File: src/misc_exec_params.svh
// constants of the miscellaneous instruction executor
// assumes nothing; included by the package and the bench
`ifndef MISC_EXEC_PARAMS_SVH
`define MISC_EXEC_PARAMS_SVH
// operation codes (octal 05, 77, 03, 76)
`define OP_STORE_TAPE 6'h05
`define OP_WAIT 6'h3f
`define OP_SHOW 6'h03
`define OP_CLOCK 6'h3e
// instruction field positions
`define F_IND 25
`define F_IDX_HI 24
`define F_IDX_LO 21
`define F_OP_HI 20
`define F_OP_LO 15
`define F_SEL_HI 14
`define F_SEL_LO 11
`define F_M_HI 10
`define F_M_LO 1
// tape channel selectors
`define SEL_BWR 4'h8
`define SEL_BRD 4'h4
`define SEL_AWR 4'h2
`define SEL_ARD 4'h1
`define SEL_NONE 4'h0
`define SIGN_POS 1'h0
// instruction pointer steps
`define STEP_LOAD 2'h0
`define STEP_ONE 2'h1
`define STEP_TWO 2'h2
// register map
`define REG_CTRL 8'h00
`define REG_STATUS 8'h04
`define REG_PANEL 8'h08
`define REG_TIME 8'h0c
`define CTRL_RST 1'h1
`define ST_HALT_BIT 0
`define ST_BUSY_BIT 1
`define ST_ILL_BIT 2
`define ST_LOST_BIT 3
`define ST_TOK_BIT 4
`define RESP_OKAY 2'h0
`define RESP_DECERR 2'h3
`endif

File: src/misc_exec_pkg.sv
// types of the miscellaneous instruction executor
// assumes the params header is on the include path
`default_nettype none
`include "misc_exec_params.svh"
package misc_exec_pkg;
   typedef enum logic [5:0] {
      ST_IDLE = 6'h01,
      ST_ADDR = 6'h02,
      ST_IND = 6'h04,
      ST_EX = 6'h08,
      ST_EX2 = 6'h10,
      ST_HALT = 6'h20
   } state_t;
endpackage
`default_nettype wire

File: src/misc_instruction_exec.sv
// executor for store-tape-status, wait, panel-show and read-wallclock
// assumes same-clock fetch, memory, index and tape logic; clock pins and run button async
// Contract
// RL1: store-tape-status, code 05, three cycles, copies chosen channel status to memory
// RL2: fields: bit 25 indirect, 24-21 index, 20-15 opcode, 14-11 selector, 10-1 address
// RL3: stored word: address bits 1-15, count bits 16-24, positive sign bit 25
// RL4: tape selector one-hot: 1000 basic write, 0100 basic read, 0010/0001 additional
// RL5: store-tape-status and wait honour indirect, no field selection
// RL6: wait, code 77, two cycles, loads pointer then stops fetching
// RL7: while halted, running peripheral and standby work continues to completion
// RL8: run button resumes at pointer; interrupt taken if indicator set during halt
// RL9: panel-show, code 03, two cycles, sends whole 27-bit word; selector 0000
// RL10: panel lights its display only with its selector in position 0
// RL11: panel-show allows indirect, rejects field selection and multiword operands
// RL12: read-wallclock, code 76, two cycles; expects zero indirect, index, address
// RL13: read inside update window gives invalid time, pointer advances by one
// RL14: read outside update window gives valid time, pointer advances by two
// RL15: time is five BCD digits: tenths, minutes, hours; bits 21-25 zero
// RL16: several accumulators selected: only the highest-numbered one is written
// RL17: no clock fitted: accumulator gets zeros, pointer advances by one
// RL18: after clock power loss every read sets overflow until clock is reset
// RL19: read-wallclock applies no indirect, field selection or multiword operand
// RL20: address is field plus selected index, zero means none; indirect one fetch
`timescale 1ns/1ns
`default_nettype none
module misc_instruction_exec
   import misc_exec_pkg::*;
(
   input wire logic CLK_SYS_I,
   input wire logic RST_I,
   input wire logic [25:1] INSTR_I,
   input wire logic INSTR_VALID_I,
   output logic INSTR_READY_O,
   input wire logic [224:0] IDX_REGS_I,
   output logic MEM_REQ_O,
   output logic MEM_WE_O,
   output logic [14:0] MEM_ADDR_O,
   output logic [27:1] MEM_WDATA_O,
   input wire logic [27:1] MEM_RDATA_I,
   input wire logic MEM_ACK_I,
   input wire logic [95:0] TAPE_STATUS_I,
   output logic ACC_WE_O,
   output logic [2:0] ACC_NUM_O,
   output logic [25:1] ACC_DATA_O,
   output logic DONE_O,
   output logic [1:0] IP_STEP_O,
   output logic IP_LOAD_O,
   output logic [14:0] IP_VALUE_O,
   output logic HALTED_O,
   input wire logic INT_PENDING_I,
   output logic TAKE_INT_O,
   input wire logic PROGRAM_RUN_I,
   output logic OVF_SET_O,
   output logic ILLEGAL_O,
   output logic PANEL_STB_O,
   output logic [27:1] PANEL_DATA_O,
   input wire logic [19:0] CLK_TIME_I,
   input wire logic CLK_UPDATING_I,
   input wire logic CLK_PRESENT_I,
   input wire logic CLK_POWER_LOST_I,
   input wire logic [7:0] AWADDR_I,
   input wire logic AWVALID_I,
   output logic AWREADY_O,
   input wire logic [31:0] WDATA_I,
   input wire logic [3:0] WSTRB_I,
   input wire logic WVALID_I,
   output logic WREADY_O,
   output logic [1:0] BRESP_O,
   output logic BVALID_O,
   input wire logic BREADY_I,
   input wire logic [7:0] ARADDR_I,
   input wire logic ARVALID_I,
   output logic ARREADY_O,
   output logic [31:0] RDATA_O,
   output logic [1:0] RRESP_O,
   output logic RVALID_O,
   input wire logic RREADY_I
);
   state_t st_r, st_nxt;
   logic [23:0] pin_s1_r, pin_s2_r;
   logic run_q_r;
   logic [25:1] instr_r;
   logic [14:0] eff_r;
   logic rdy_r, halted_r, int_seen_r, take_int_r;
   logic mem_req_r, mem_we_r;
   logic [14:0] mem_addr_r;
   logic [27:1] mem_wdata_r;
   logic done_r, ip_load_r, acc_we_r, panel_stb_r, ovf_r, ill_r;
   logic [1:0] step_r;
   logic [14:0] ip_val_r;
   logic [2:0] acc_num_r;
   logic [25:1] acc_data_r, last_time_r;
   logic [27:1] panel_data_r;
   logic ctrl_fit_r, ill_st_r, time_ok_r;
   logic aw_hold_r, w_hold_r, awready_r, wready_r, bvalid_r, arready_r, rvalid_r;
   logic [7:0] aw_addr_r;
   logic [31:0] w_data_r, rdata_r;
   logic [3:0] w_strb_r;
   logic [1:0] bresp_r, rresp_r;
   logic [14:0] idx_arr [0:15];
   logic [23:0] tape_arr [0:3];

   // clock pins and run button; time digits only settle outside the update window
   wire [23:0] pins = {PROGRAM_RUN_I, CLK_UPDATING_I, CLK_PRESENT_I, CLK_POWER_LOST_I,
      CLK_TIME_I};
   always_ff @(posedge CLK_SYS_I) begin
      if (RST_I) begin
         pin_s1_r <= 24'h000000;
         pin_s2_r <= 24'h000000;
         run_q_r <= 1'b0;
      end else begin
         pin_s1_r <= pins;
         pin_s2_r <= pin_s1_r;
         run_q_r <= pin_s2_r[23];
      end
   end
   wire run_s = pin_s2_r[23];
   wire upd_s = pin_s2_r[22];
   wire pres_s = pin_s2_r[21];
   wire lost_s = pin_s2_r[20];
   wire [19:0] time_s = pin_s2_r[19:0];
   wire run_rise = run_s & ~run_q_r;

   assign idx_arr[0] = 15'h0000;
   genvar g;
   generate
      for (g = 1; g < 16; g++) begin : g_idx
         assign idx_arr[g] = IDX_REGS_I[15*g-1 -: 15];
      end
      for (g = 0; g < 4; g++) begin : g_tape
         assign tape_arr[g] = TAPE_STATUS_I[24*g+23 -: 24];
      end
   endgenerate

   wire ind_f = instr_r[`F_IND]; // RL2
   wire [3:0] idx_f = instr_r[`F_IDX_HI:`F_IDX_LO]; // RL2
   wire [5:0] op_f = instr_r[`F_OP_HI:`F_OP_LO]; // RL2
   wire [3:0] sel_f = instr_r[`F_SEL_HI:`F_SEL_LO]; // RL2
   wire [9:0] m_f = instr_r[`F_M_HI:`F_M_LO]; // RL2
   wire is_store_tape = op_f == `OP_STORE_TAPE;
   wire is_wait = op_f == `OP_WAIT;
   wire is_show = op_f == `OP_SHOW;
   wire is_clock = op_f == `OP_CLOCK;
   wire known = is_store_tape | is_wait | is_show | is_clock;
   wire [14:0] ix_addr = {5'h00, m_f} + idx_arr[idx_f]; // RL20
   // other codes are rejected rather than guessed at
   wire sel_onehot = (sel_f == `SEL_BWR) | (sel_f == `SEL_BRD) | (sel_f == `SEL_AWR) |
      (sel_f == `SEL_ARD); // RL4
   wire [23:0] tape_pick = sel_f[3] ? tape_arr[3] : sel_f[2] ? tape_arr[2] :
      sel_f[1] ? tape_arr[1] : tape_arr[0]; // RL4
   wire show_ok = sel_f == `SEL_NONE; // RL9 RL11
   wire no_clock = ~ctrl_fit_r | ~pres_s; // RL17
   wire clk_args_bad = ind_f | (idx_f != 4'h0) | (m_f != 10'h000); // RL12
   wire [2:0] acc_hi = sel_f[3] ? 3'h4 : sel_f[2] ? 3'h3 : sel_f[1] ? 3'h2 :
      sel_f[0] ? 3'h1 : 3'h0; // RL16
   wire mem_done = mem_req_r & MEM_ACK_I;
   wire take = (st_r == ST_IDLE) & INSTR_VALID_I & rdy_r;
   wire in_ex = st_r == ST_EX;

   always_comb begin
      st_nxt = st_r;
      case (st_r)
         ST_IDLE: if (take) st_nxt = ST_ADDR;
         ST_ADDR: begin
            if (!known) st_nxt = ST_IDLE;
            else if (ind_f && !is_clock) st_nxt = ST_IND; // RL5 RL11 RL19
            else st_nxt = ST_EX;
         end
         ST_IND: if (mem_done) st_nxt = ST_EX;
         ST_EX: begin
            if (is_wait) st_nxt = ST_HALT; // RL6
            else if (is_store_tape && sel_onehot) st_nxt = ST_EX2; // RL1
            else if (is_show && show_ok && !mem_done) st_nxt = ST_EX;
            else st_nxt = ST_IDLE;
         end
         ST_EX2: if (mem_done) st_nxt = ST_IDLE;
         ST_HALT: if (run_rise) st_nxt = ST_IDLE; // RL8
         default: st_nxt = ST_IDLE;
      endcase
   end

   always_ff @(posedge CLK_SYS_I) begin
      if (RST_I) begin
         st_r <= ST_IDLE;
         instr_r <= 25'h0000000;
         eff_r <= 15'h0000;
      end else begin
         st_r <= st_nxt;
         if (take) instr_r <= INSTR_I;
         if (st_r == ST_ADDR) eff_r <= ix_addr; // RL20
         else if (st_r == ST_IND && mem_done) eff_r <= MEM_RDATA_I[15:1]; // RL20
      end
   end

   // memory: request held until acknowledged
   always_ff @(posedge CLK_SYS_I) begin
      if (RST_I) begin
         mem_req_r <= 1'b0;
         mem_we_r <= 1'b0;
         mem_addr_r <= 15'h0000;
         mem_wdata_r <= 27'h0000000;
      end else if (mem_done) begin
         mem_req_r <= 1'b0;
      end else if (st_r == ST_ADDR && st_nxt == ST_IND) begin
         mem_req_r <= 1'b1;
         mem_we_r <= 1'b0;
         mem_addr_r <= ix_addr;
      end else if (in_ex && is_show && show_ok && !mem_req_r) begin
         mem_req_r <= 1'b1;
         mem_we_r <= 1'b0;
         mem_addr_r <= eff_r;
      end else if (in_ex && st_nxt == ST_EX2) begin
         mem_req_r <= 1'b1;
         mem_we_r <= 1'b1;
         mem_addr_r <= eff_r;
         mem_wdata_r <= {2'h0, `SIGN_POS, tape_pick}; // RL1 RL3
      end
   end

   always_ff @(posedge CLK_SYS_I) begin
      if (RST_I) begin
         done_r <= 1'b0;
         ip_load_r <= 1'b0;
         acc_we_r <= 1'b0;
         panel_stb_r <= 1'b0;
         ovf_r <= 1'b0;
         ill_r <= 1'b0;
         step_r <= `STEP_ONE;
         ip_val_r <= 15'h0000;
         acc_num_r <= 3'h0;
         acc_data_r <= 25'h0000000;
         panel_data_r <= 27'h0000000;
         last_time_r <= 25'h0000000;
         time_ok_r <= 1'b0;
      end else begin
         done_r <= 1'b0;
         ip_load_r <= 1'b0;
         acc_we_r <= 1'b0;
         panel_stb_r <= 1'b0;
         ovf_r <= 1'b0;
         ill_r <= st_r == ST_ADDR && !known;
         if (in_ex && is_wait) begin
            ip_load_r <= 1'b1; // RL6
            ip_val_r <= eff_r;
            done_r <= 1'b1;
            step_r <= `STEP_LOAD;
         end
         if (in_ex && is_clock) begin
            acc_we_r <= sel_f != `SEL_NONE; // RL16
            acc_num_r <= acc_hi; // RL16
            ill_r <= clk_args_bad; // RL12
            done_r <= 1'b1;
            if (no_clock) begin
               acc_data_r <= 25'h0000000; // RL17
               step_r <= `STEP_ONE; // RL17
               time_ok_r <= 1'b0;
            end else begin
               acc_data_r <= {5'h00, time_s}; // RL15
               step_r <= upd_s ? `STEP_ONE : `STEP_TWO; // RL13 RL14
               ovf_r <= lost_s; // RL18
               time_ok_r <= ~upd_s;
            end
            last_time_r <= no_clock ? 25'h0000000 : {5'h00, time_s};
         end
         if (in_ex && is_store_tape && !sel_onehot) begin
            ill_r <= 1'b1; // RL4
            done_r <= 1'b1;
            step_r <= `STEP_ONE;
         end
         if (in_ex && is_show && (!show_ok || mem_done)) begin
            ill_r <= ~show_ok; // RL11
            panel_stb_r <= show_ok; // RL9
            done_r <= 1'b1;
            step_r <= `STEP_ONE;
         end
         if (in_ex && is_show && mem_done) panel_data_r <= MEM_RDATA_I; // RL9
         if (st_r == ST_EX2 && mem_done) begin
            done_r <= 1'b1; // RL1
            step_r <= `STEP_ONE;
         end
      end
   end

   // halt stops fetch only; tape and peripheral logic outside is never held off
   always_ff @(posedge CLK_SYS_I) begin
      if (RST_I) begin
         rdy_r <= 1'b0;
         halted_r <= 1'b0;
         int_seen_r <= 1'b0;
         take_int_r <= 1'b0;
      end else begin
         rdy_r <= st_nxt == ST_IDLE;
         halted_r <= st_nxt == ST_HALT; // RL6 RL7
         take_int_r <= st_r == ST_HALT && run_rise && (int_seen_r || INT_PENDING_I); // RL8
         if (st_r != ST_HALT || run_rise) int_seen_r <= 1'b0;
         else if (INT_PENDING_I) int_seen_r <= 1'b1; // RL8
      end
   end

   // register bus
   wire aw_take = AWVALID_I & awready_r;
   wire w_take = WVALID_I & wready_r;
   wire do_write = aw_hold_r & w_hold_r & ~bvalid_r;
   wire [7:0] wa = {aw_addr_r[7:2], 2'h0};
   wire [7:0] ra = {ARADDR_I[7:2], 2'h0};
   wire wr_ctrl = do_write & (wa == `REG_CTRL) & w_strb_r[0];
   wire wr_stat = do_write & (wa == `REG_STATUS) & w_strb_r[0];
   wire w_hit = (wa == `REG_CTRL) | (wa == `REG_STATUS) | (wa == `REG_PANEL) |
      (wa == `REG_TIME);
   wire r_hit = (ra == `REG_CTRL) | (ra == `REG_STATUS) | (ra == `REG_PANEL) |
      (ra == `REG_TIME);
   wire busy = (st_r != ST_IDLE) & (st_r != ST_HALT);
   wire [31:0] stat_word = {27'h0000000, time_ok_r, lost_s, ill_st_r, busy, halted_r};
   wire [31:0] rd_word = (ra == `REG_CTRL) ? {31'h00000000, ctrl_fit_r} :
      (ra == `REG_STATUS) ? stat_word :
      (ra == `REG_PANEL) ? {5'h00, panel_data_r} :
      (ra == `REG_TIME) ? {7'h00, last_time_r} : 32'h00000000;

   always_ff @(posedge CLK_SYS_I) begin
      if (RST_I) begin
         aw_hold_r <= 1'b0;
         w_hold_r <= 1'b0;
         awready_r <= 1'b0;
         wready_r <= 1'b0;
         aw_addr_r <= 8'h00;
         w_data_r <= 32'h00000000;
         w_strb_r <= 4'h0;
      end else begin
         if (aw_take) aw_addr_r <= AWADDR_I;
         if (w_take) w_data_r <= WDATA_I;
         if (w_take) w_strb_r <= WSTRB_I;
         aw_hold_r <= do_write ? 1'b0 : (aw_hold_r | aw_take);
         w_hold_r <= do_write ? 1'b0 : (w_hold_r | w_take);
         awready_r <= do_write | ~(aw_hold_r | aw_take);
         wready_r <= do_write | ~(w_hold_r | w_take);
      end
   end

   always_ff @(posedge CLK_SYS_I) begin
      if (RST_I) begin
         bvalid_r <= 1'b0;
         bresp_r <= `RESP_OKAY;
         arready_r <= 1'b0;
         rvalid_r <= 1'b0;
         rresp_r <= `RESP_OKAY;
         rdata_r <= 32'h00000000;
         ctrl_fit_r <= `CTRL_RST;
         ill_st_r <= 1'b0;
      end else begin
         if (do_write) bvalid_r <= 1'b1;
         else if (BREADY_I) bvalid_r <= 1'b0;
         if (do_write) bresp_r <= w_hit ? `RESP_OKAY : `RESP_DECERR;
         if (ARVALID_I && arready_r) begin
            rvalid_r <= 1'b1;
            arready_r <= 1'b0;
            rdata_r <= rd_word;
            rresp_r <= r_hit ? `RESP_OKAY : `RESP_DECERR;
         end else if (rvalid_r && RREADY_I) begin
            rvalid_r <= 1'b0;
            arready_r <= 1'b1;
         end else if (!rvalid_r) begin
            arready_r <= 1'b1;
         end
         if (wr_ctrl) ctrl_fit_r <= w_data_r[0];
         // a new error in the clearing cycle keeps the flag set
         if (ill_r) ill_st_r <= 1'b1;
         else if (wr_stat && w_data_r[`ST_ILL_BIT]) ill_st_r <= 1'b0;
      end
   end

   assign INSTR_READY_O = rdy_r;
   assign MEM_REQ_O = mem_req_r;
   assign MEM_WE_O = mem_we_r;
   assign MEM_ADDR_O = mem_addr_r;
   assign MEM_WDATA_O = mem_wdata_r;
   assign ACC_WE_O = acc_we_r;
   assign ACC_NUM_O = acc_num_r;
   assign ACC_DATA_O = acc_data_r;
   assign DONE_O = done_r;
   assign IP_STEP_O = step_r;
   assign IP_LOAD_O = ip_load_r;
   assign IP_VALUE_O = ip_val_r;
   assign HALTED_O = halted_r;
   assign TAKE_INT_O = take_int_r;
   assign OVF_SET_O = ovf_r;
   assign ILLEGAL_O = ill_r;
   assign PANEL_STB_O = panel_stb_r;
   assign PANEL_DATA_O = panel_data_r;
   assign AWREADY_O = awready_r;
   assign WREADY_O = wready_r;
   assign BRESP_O = bresp_r;
   assign BVALID_O = bvalid_r;
   assign ARREADY_O = arready_r;
   assign RDATA_O = rdata_r;
   assign RRESP_O = rresp_r;
   assign RVALID_O = rvalid_r;
endmodule
`default_nettype wire

File: config.mk
export PLATFORM = sky130hd
export DESIGN_NAME = misc_instruction_exec
export DESIGN_NICKNAME = d
export VERILOG_FILES = /design/src/misc_exec_pkg.sv /design/src/misc_instruction_exec.sv
export VERILOG_INCLUDE_DIRS = /design/src
export SDC_FILE = /design/constraint.sdc
export NUM_CORES = 1
export LEC_CHECK = 0
export BUFFER_PORTS_ARGS = -buffer_cell sky130_fd_sc_hd__clkbuf_2
export CORE_AREA = 2 2 244 246
export DETAILED_ROUTE_END_ITERATION = 8
export DIE_AREA = 0 0 246 248
export PLACE_DENSITY = 0.42
export SYNTH_ARGS = -nofsm -noshare
export SYNTH_HDL_FRONTEND = slang
export SYNTH_SLANG_ARGS = --single-unit
File: constraint.sdc
create_clock -name CLK_SYS_I -period 5.73 [get_ports CLK_SYS_I]
set_clock_uncertainty 0.05 [all_clocks]
set_input_delay 1.146 -clock CLK_SYS_I [delete_from_list [all_inputs] [get_ports CLK_SYS_I]]
set_output_delay 1.146 -clock CLK_SYS_I [all_outputs]
set_load 0.05 [all_outputs]
Yosys cells after proc, flatten, opt, wreduce, memory -nomap -nowiden
Cells that the tools add are included.
{"block": "word_totals", "register_bits": 276, "wordCells": 228, "output_inout_bits": 166, "inputBits": 459}
{"block": "op_classes", "reduce_logical": 54, "addsub": 1, "muxes": 58, "n_eq_ne": 27, "order_cmp": 1, "n_bitwise": 46}
{"cell": "two-way mux 15 bit", "count": 7}
{"cell": "two-way mux 27 bit", "count": 3}
{"cell": "two-way mux 24 bit", "count": 3}
{"cell": "binary-select mux 15 bit (select 4 bit)", "count": 1}
{"cell": "== test 6 x 2 -> 1 bit, second input constant", "count": 6}
{"cell": "case mux 6 bit (6 select lines)", "count": 1}
{"cell": "two-way mux 6 bit", "count": 5}
{"cell": "two-way mux 25 bit", "count": 1}
{"cell": "== test 6 x 1 -> 1 bit, second input constant", "count": 4}
{"cell": "== test 6 bit, second input constant", "count": 4}
{"cell": "logical AND 1 bit", "count": 23}
{"cell": "two-way mux 1 bit", "count": 23}
{"cell": "two-way mux 20 bit", "count": 1}
{"cell": "bitwise OR 1 bit", "count": 19}
{"cell": "== test 6 x 3 -> 1 bit, second input constant", "count": 3}
{"cell": "zero test 8 bit", "count": 2}
{"cell": "two-way mux 2 bit", "count": 8}
{"cell": "adder 10 x 15 -> 15 bit", "count": 1}
{"cell": "bitwise AND 1 bit", "count": 13}
{"cell": "inverter 1 bit", "count": 13}
{"cell": "== test 6 x 5 -> 1 bit, second input constant", "count": 2}
{"cell": "two-way mux 4 bit", "count": 3}
{"cell": "OR reduction 2 bit", "count": 6}
{"cell": "nonzero test 10 bit", "count": 1}
{"cell": "other kinds (22)", "count": 34}

Depth between registers and ports, before layout
{"block": "logic_depth", "word_depth": 13, "depth_mapped": 16, "ltp_nobuf": 13}

Worst setup path after synthesis
No wires, ideal clock.
{"block": "synth_timing", "path_kind": "register to register", "startpoint": "register instr_r[22] (netlist bit)", "endpoint": "register mem_addr_r[12], in the netlist MEM_ADDR_O[12]", "setup_slack_ns": 1.450, "stages_incl_launch_ff": 17, "setup_time_ns": 0.119, "required_time_ns": 5.561, "arrival_time_ns": 4.112, "path_buffers": 4, "synth_period_minus_slack_ns": 4.280, "cell_sequence": "dfxtp_1 buf_4 buf_2 buf_1 clkbuf_1 mux4_2 mux4_2 ha_1 inv_1 fa_1 nor2b_1 o21ai_0 o221ai_1 a221oi_1 nor2_1 xor2_1 o221a_2"}
{"block": "synth_between", "elab_chain_len": 6}
{"element": "from (decl)", "line_no": "misc_instruction_exec.sv:82", "text": "logic [25:1] instr_r;"}
{"element": "from (signal assigned)", "line_no": "misc_instruction_exec.sv:185", "text": "instr_r <= 25'h0000000;"}
{"element": "from (signal assigned)", "line_no": "misc_instruction_exec.sv:189", "text": "if (take) instr_r <= INSTR_I;"}
{"element": "inverter 4 -> 5 bit (not written as such)", "line_no": "misc_instruction_exec.sv:145", "text": "wire [14:0] ix_addr = {5'h00, m_f} + idx_arr[idx_f];"}
{"element": "binary-select mux 15 bit (select 4 bit)", "line_no": "misc_instruction_exec.sv:145"}
{"element": "two-way mux 15 bit (not written as such) (2 in a row)", "line_no": "misc_instruction_exec.sv:145"}
{"element": "adder 10 x 15 -> 15 bit", "line_no": "misc_instruction_exec.sv:145"}
{"element": "two-way mux 15 bit", "line_no": "misc_instruction_exec.sv:204", "text": "end else if (st_r == ST_ADDR && st_nxt == ST_IND) begin"}
{"element": "to (signal assigned)", "line_no": "misc_instruction_exec.sv:207", "text": "mem_addr_r <= ix_addr;"}
{"element": "to (signal assigned)", "line_no": "misc_instruction_exec.sv:211", "text": "mem_addr_r <= eff_r;"}
{"element": "to (signal assigned)", "line_no": "misc_instruction_exec.sv:215", "text": "mem_addr_r <= eff_r;"}
{"element": "to (decl)", "line_no": "misc_instruction_exec.sv:86", "text": "logic [14:0] mem_addr_r;"}
No other way between the ends. The select of a mux whose other input is x is not followed.
A chain may end at the register's enable or synchronous reset.

Worst setup path in the final report
{"block": "layout_timing", "startpoint": "register instr_r[22] (netlist bit)", "endpoint": "register mem_addr_r[11], in the netlist MEM_ADDR_O[11]"}
Same word-level chain as after synthesis.

==> results_dict.tcl <==
set metrics [dict create \
    final_min_period_over_clock_period 0.745 \
    synth-edff-count 0 \
    setup_viol 0 \
    cts.sinks 261 \
    ys_dominant_reg_cell "dfxtp_1" \
    design.portCount 625 \
    ctsResizeCount 0 \
    core_area_um2 58500 \
    synth_cells 1396 \
    post-route-cell-area_um2 17200 \
    number_of_levels_the_h_tree_was_split_into 2 \
    drc 0 \
    timing.setup.critical_path_class "reg -> reg" \
    gr-total-overflow 0 \
    syn-cell-area_um2 12600 \
    post-dp-hpwl_um 40500 \
    power.total_mw 4.65 \
    arrival_ns 4.66 \
    post_route_cells_drive_above_1_share 0.384 \
    cts_buffer_depth 3 \
    floorplan.die.height_um 248 \
    cp-start-kind "register" \
    power-per-cell-area_nw_per_um2 270 \
    antenna_found_initial 6 \
    synth_seq_area_share 0.414 \
    global_route.usage.total 0.158 \
    number_of_warnings_reported_in_the_yosys_synthesis_log 0 \
    final_util 0.294 \
    place_congestion 0.821 \
    worst_slack_ns 1.46 \
    placement_rows 89 \
    worst_hold_path_type "reg -> reg" \
    synth_cell_types 70 \
    via_count 12201 \
    report.final.hold_viol_count 0 \
    max_slew.worst_pin.slew_ns 1.15 \
    clock_insertion_delay_worst_skew_ns 0.53 \
    drt-vias-per-instance 4.49 \
    ys_seq_elements 261 \
    start_util 0.216 \
    fmaxAchievable_mhz 234 \
    cell_area_after_placement_um2 16100 \
    die_width_um 246 \
    path_clk_slew_ns 0.06 \
    cts_root_buf "clkbuf_16" \
    max-slew-margin-rel 0.216 \
    antenna_violating_nets_post_route 0 \
    placedCellCount 2654 \
    cts_tree "yes" \
    drt-pass1-iter-count 5 \
    layout_min_cycle_time_ns 4.27 \
    critPathCaptureType "register" \
    final_cells 2717 \
    cts-buffers-inserted 34 \
    cp.required_ns 6.12 \
    outcome "finished, final reports clean" \
    worst_supply_voltage_drop_on_vdd_uv 175 \
    rsz0062_at_grt "no" \
    asyncSetResetFlopFracSynth 0 \
    avgRoutedWirePerCell_um 18.7 \
    area_delta_synth_final_pct 36.5 \
    portBuffers 574 \
    worstPathMaxFanout 33 \
    dr.first_iter.drc_count 449 \
    nets 2387 \
    grt_start_max_net_pins 122 \
    die_area_um2 61000 \
    drv_slew 0 \
    timing.hold.ws_ns 0.379 \
    grt_pass1_vias 11986 \
    max_cap_viol_count 0 \
    grt_pass1_wl_um 72900 \
    postCtsHoldBufs 0 \
    syn-mean-instance-area_um2 9.03 \
    setup_total_negative_slack_ns 0 \
    post_cts_buffers 0 \
    postRouteWirelength_um 50800 \
    cellLeakagePower_nw 7.16 \
    preCtsSetupSlack_ns 1.19 \
]
[cell usage after synthesis (7+ instances only)]
cell	count	share of area
dfxtp_1	261	0.41
nand2_1	203	0.060
a21oi_1	180	0.071
nor2_1	156	0.046
clkbuf_1	69	0.021
nor2b_1	63	0.031
mux4_2	56	0.10
mux2i_1	47	0.037
a22o_1	34	0.024
a211oi_1	27	0.016
a22oi_1	23	0.014
o21ai_0	22	0.0087
inv_1	19	0.0057
mux2_2	19	0.017
buf_2	17	0.0067
nor3_1	17	0.0067
buf_4	16	0.0095
nand2b_1	11	0.0055
ha_1	10	0.0099
buf_1	9	0.0027
nor4_1	9	0.0045
nand3_1	8	0.0032
xnor2_1	8	0.0056
a221oi_1	7	0.0049
and2_1	7	0.0035
[power by group]
group	internal (mW)	leakage (nW)	switching, mW	total (mW)
Clock	1.26	0.541	0.817	2.08
Sequential	1.86	2.12	0.0523	1.91
Combinational	0.304	4.50	0.356	0.660
[sequential cells by signal, indices dropped and copies added, names as in the netlist, 15 cells and up]
signal	count
RDATA_O	27
IP_VALUE_O	15
pin_s2_r	24
pin_s1_r	24
MEM_WDATA_O	24
PANEL_DATA_O	27
MEM_ADDR_O	15
last_time_r	20
eff_r	15
instr_r	25
[per-layer routing]
| metal | wire length, um | vias up | track usage | part of all wire |
|---|---|---|---|---|
| li1 | - | 6005 | - | - |
| met1 | 20800 | 5712 | 0.186 | 0.41 |
| met2 | 25100 | 395 | 0.274 | 0.49 |
| met3 | 3360 | 81 | 0.0401 | 0.066 |
| met4 | 1530 | 8 | 0.0572 | 0.030 |
| met5 | 57 | - | 0 | 0.0011 |
[critical path, cell delays in order (launching register included)]
cell       delay [ns]
dfxtp_2          0.80
buf_4            0.43
mux4_2           0.35
mux4_2           0.53
ha_1             0.33
a211oi_1         0.08
o21ai_0          0.36
nand3_1          0.13
o2bb2ai_1        0.24
or3_1            0.43
a31o_1           0.24
a211oi_2         0.20
[cell usage in the layout, fill, tap and decap left out, types with 7 or more instances in the layout]
cell type | netlist | final
mux2_2 | 19 | 19
a21oi_1 | 180 | 180
mux4_2 | 56 | 56
dfxtp_1 | 261 | 256
clkbuf_1 | 69 | 10
buf_4 | 16 | 14
xnor2_1 | 8 | 8
nand2_1 | 203 | 203
a221oi_1 | 7 | 7
a22oi_1 | 23 | 23
a22o_1 | 34 | 34
nor2b_1 | 63 | 63
nand2b_1 | 11 | 11
conb_1 | 1 | 13
inv_1 | 19 | 19
clkbuf_8 | 0 | 8
and2_1 | 7 | 7
nand3_1 | 8 | 8
mux2i_1 | 47 | 47
clkbuf_16 | 0 | 35
o21ai_0 | 22 | 22
nor3_1 | 17 | 15
a211oi_1 | 27 | 27
clkbuf_2 | 0 | 573
ha_1 | 10 | 10
nor4_1 | 9 | 9
nor2_1 | 156 | 155
[path summary, 6_finish.rpt]
path	startpoint	slack (ns)	endpoint	depth (start not counted)
setup / recovery	instr_r[22]	1.46	MEM_ADDR_O[11]	11
hold / removal	pin_s1_r[14]	0.38	pin_s2_r[14]	1
setup reg to reg	instr_r[22]	1.46	MEM_ADDR_O[11]	11
hold reg to reg	pin_s1_r[14]	0.38	pin_s2_r[14]	1
[cells by family (layout without fill, tap and decap cells)]
kind of cell,after synthesis,after routing,synth area share
and+or+nand+nor,512,512,0.187
AOI/OAI and AO/OA,340,340,0.174
DFF,261,261,0.414
buffers and inverters,135,668,0.0496
muxes,122,122,0.154
xor gates and xnor gates,14,14,0.00973
adders and majority gates,11,11,0.0115
other,1,16,0.000297
[layout make-up]
cell class	instances	area, um2
fillers	6341	41300
multi-input cells	1012	6820
flip-flops and latches	261	5230
repair buffers	589	3010
clock buffers	52	1010
well taps	773	967
clock inverters	8	91.3
inverters	19	71.3
diodes	3	7.51
Note: power is estimated with default switching activity, not from simulation.
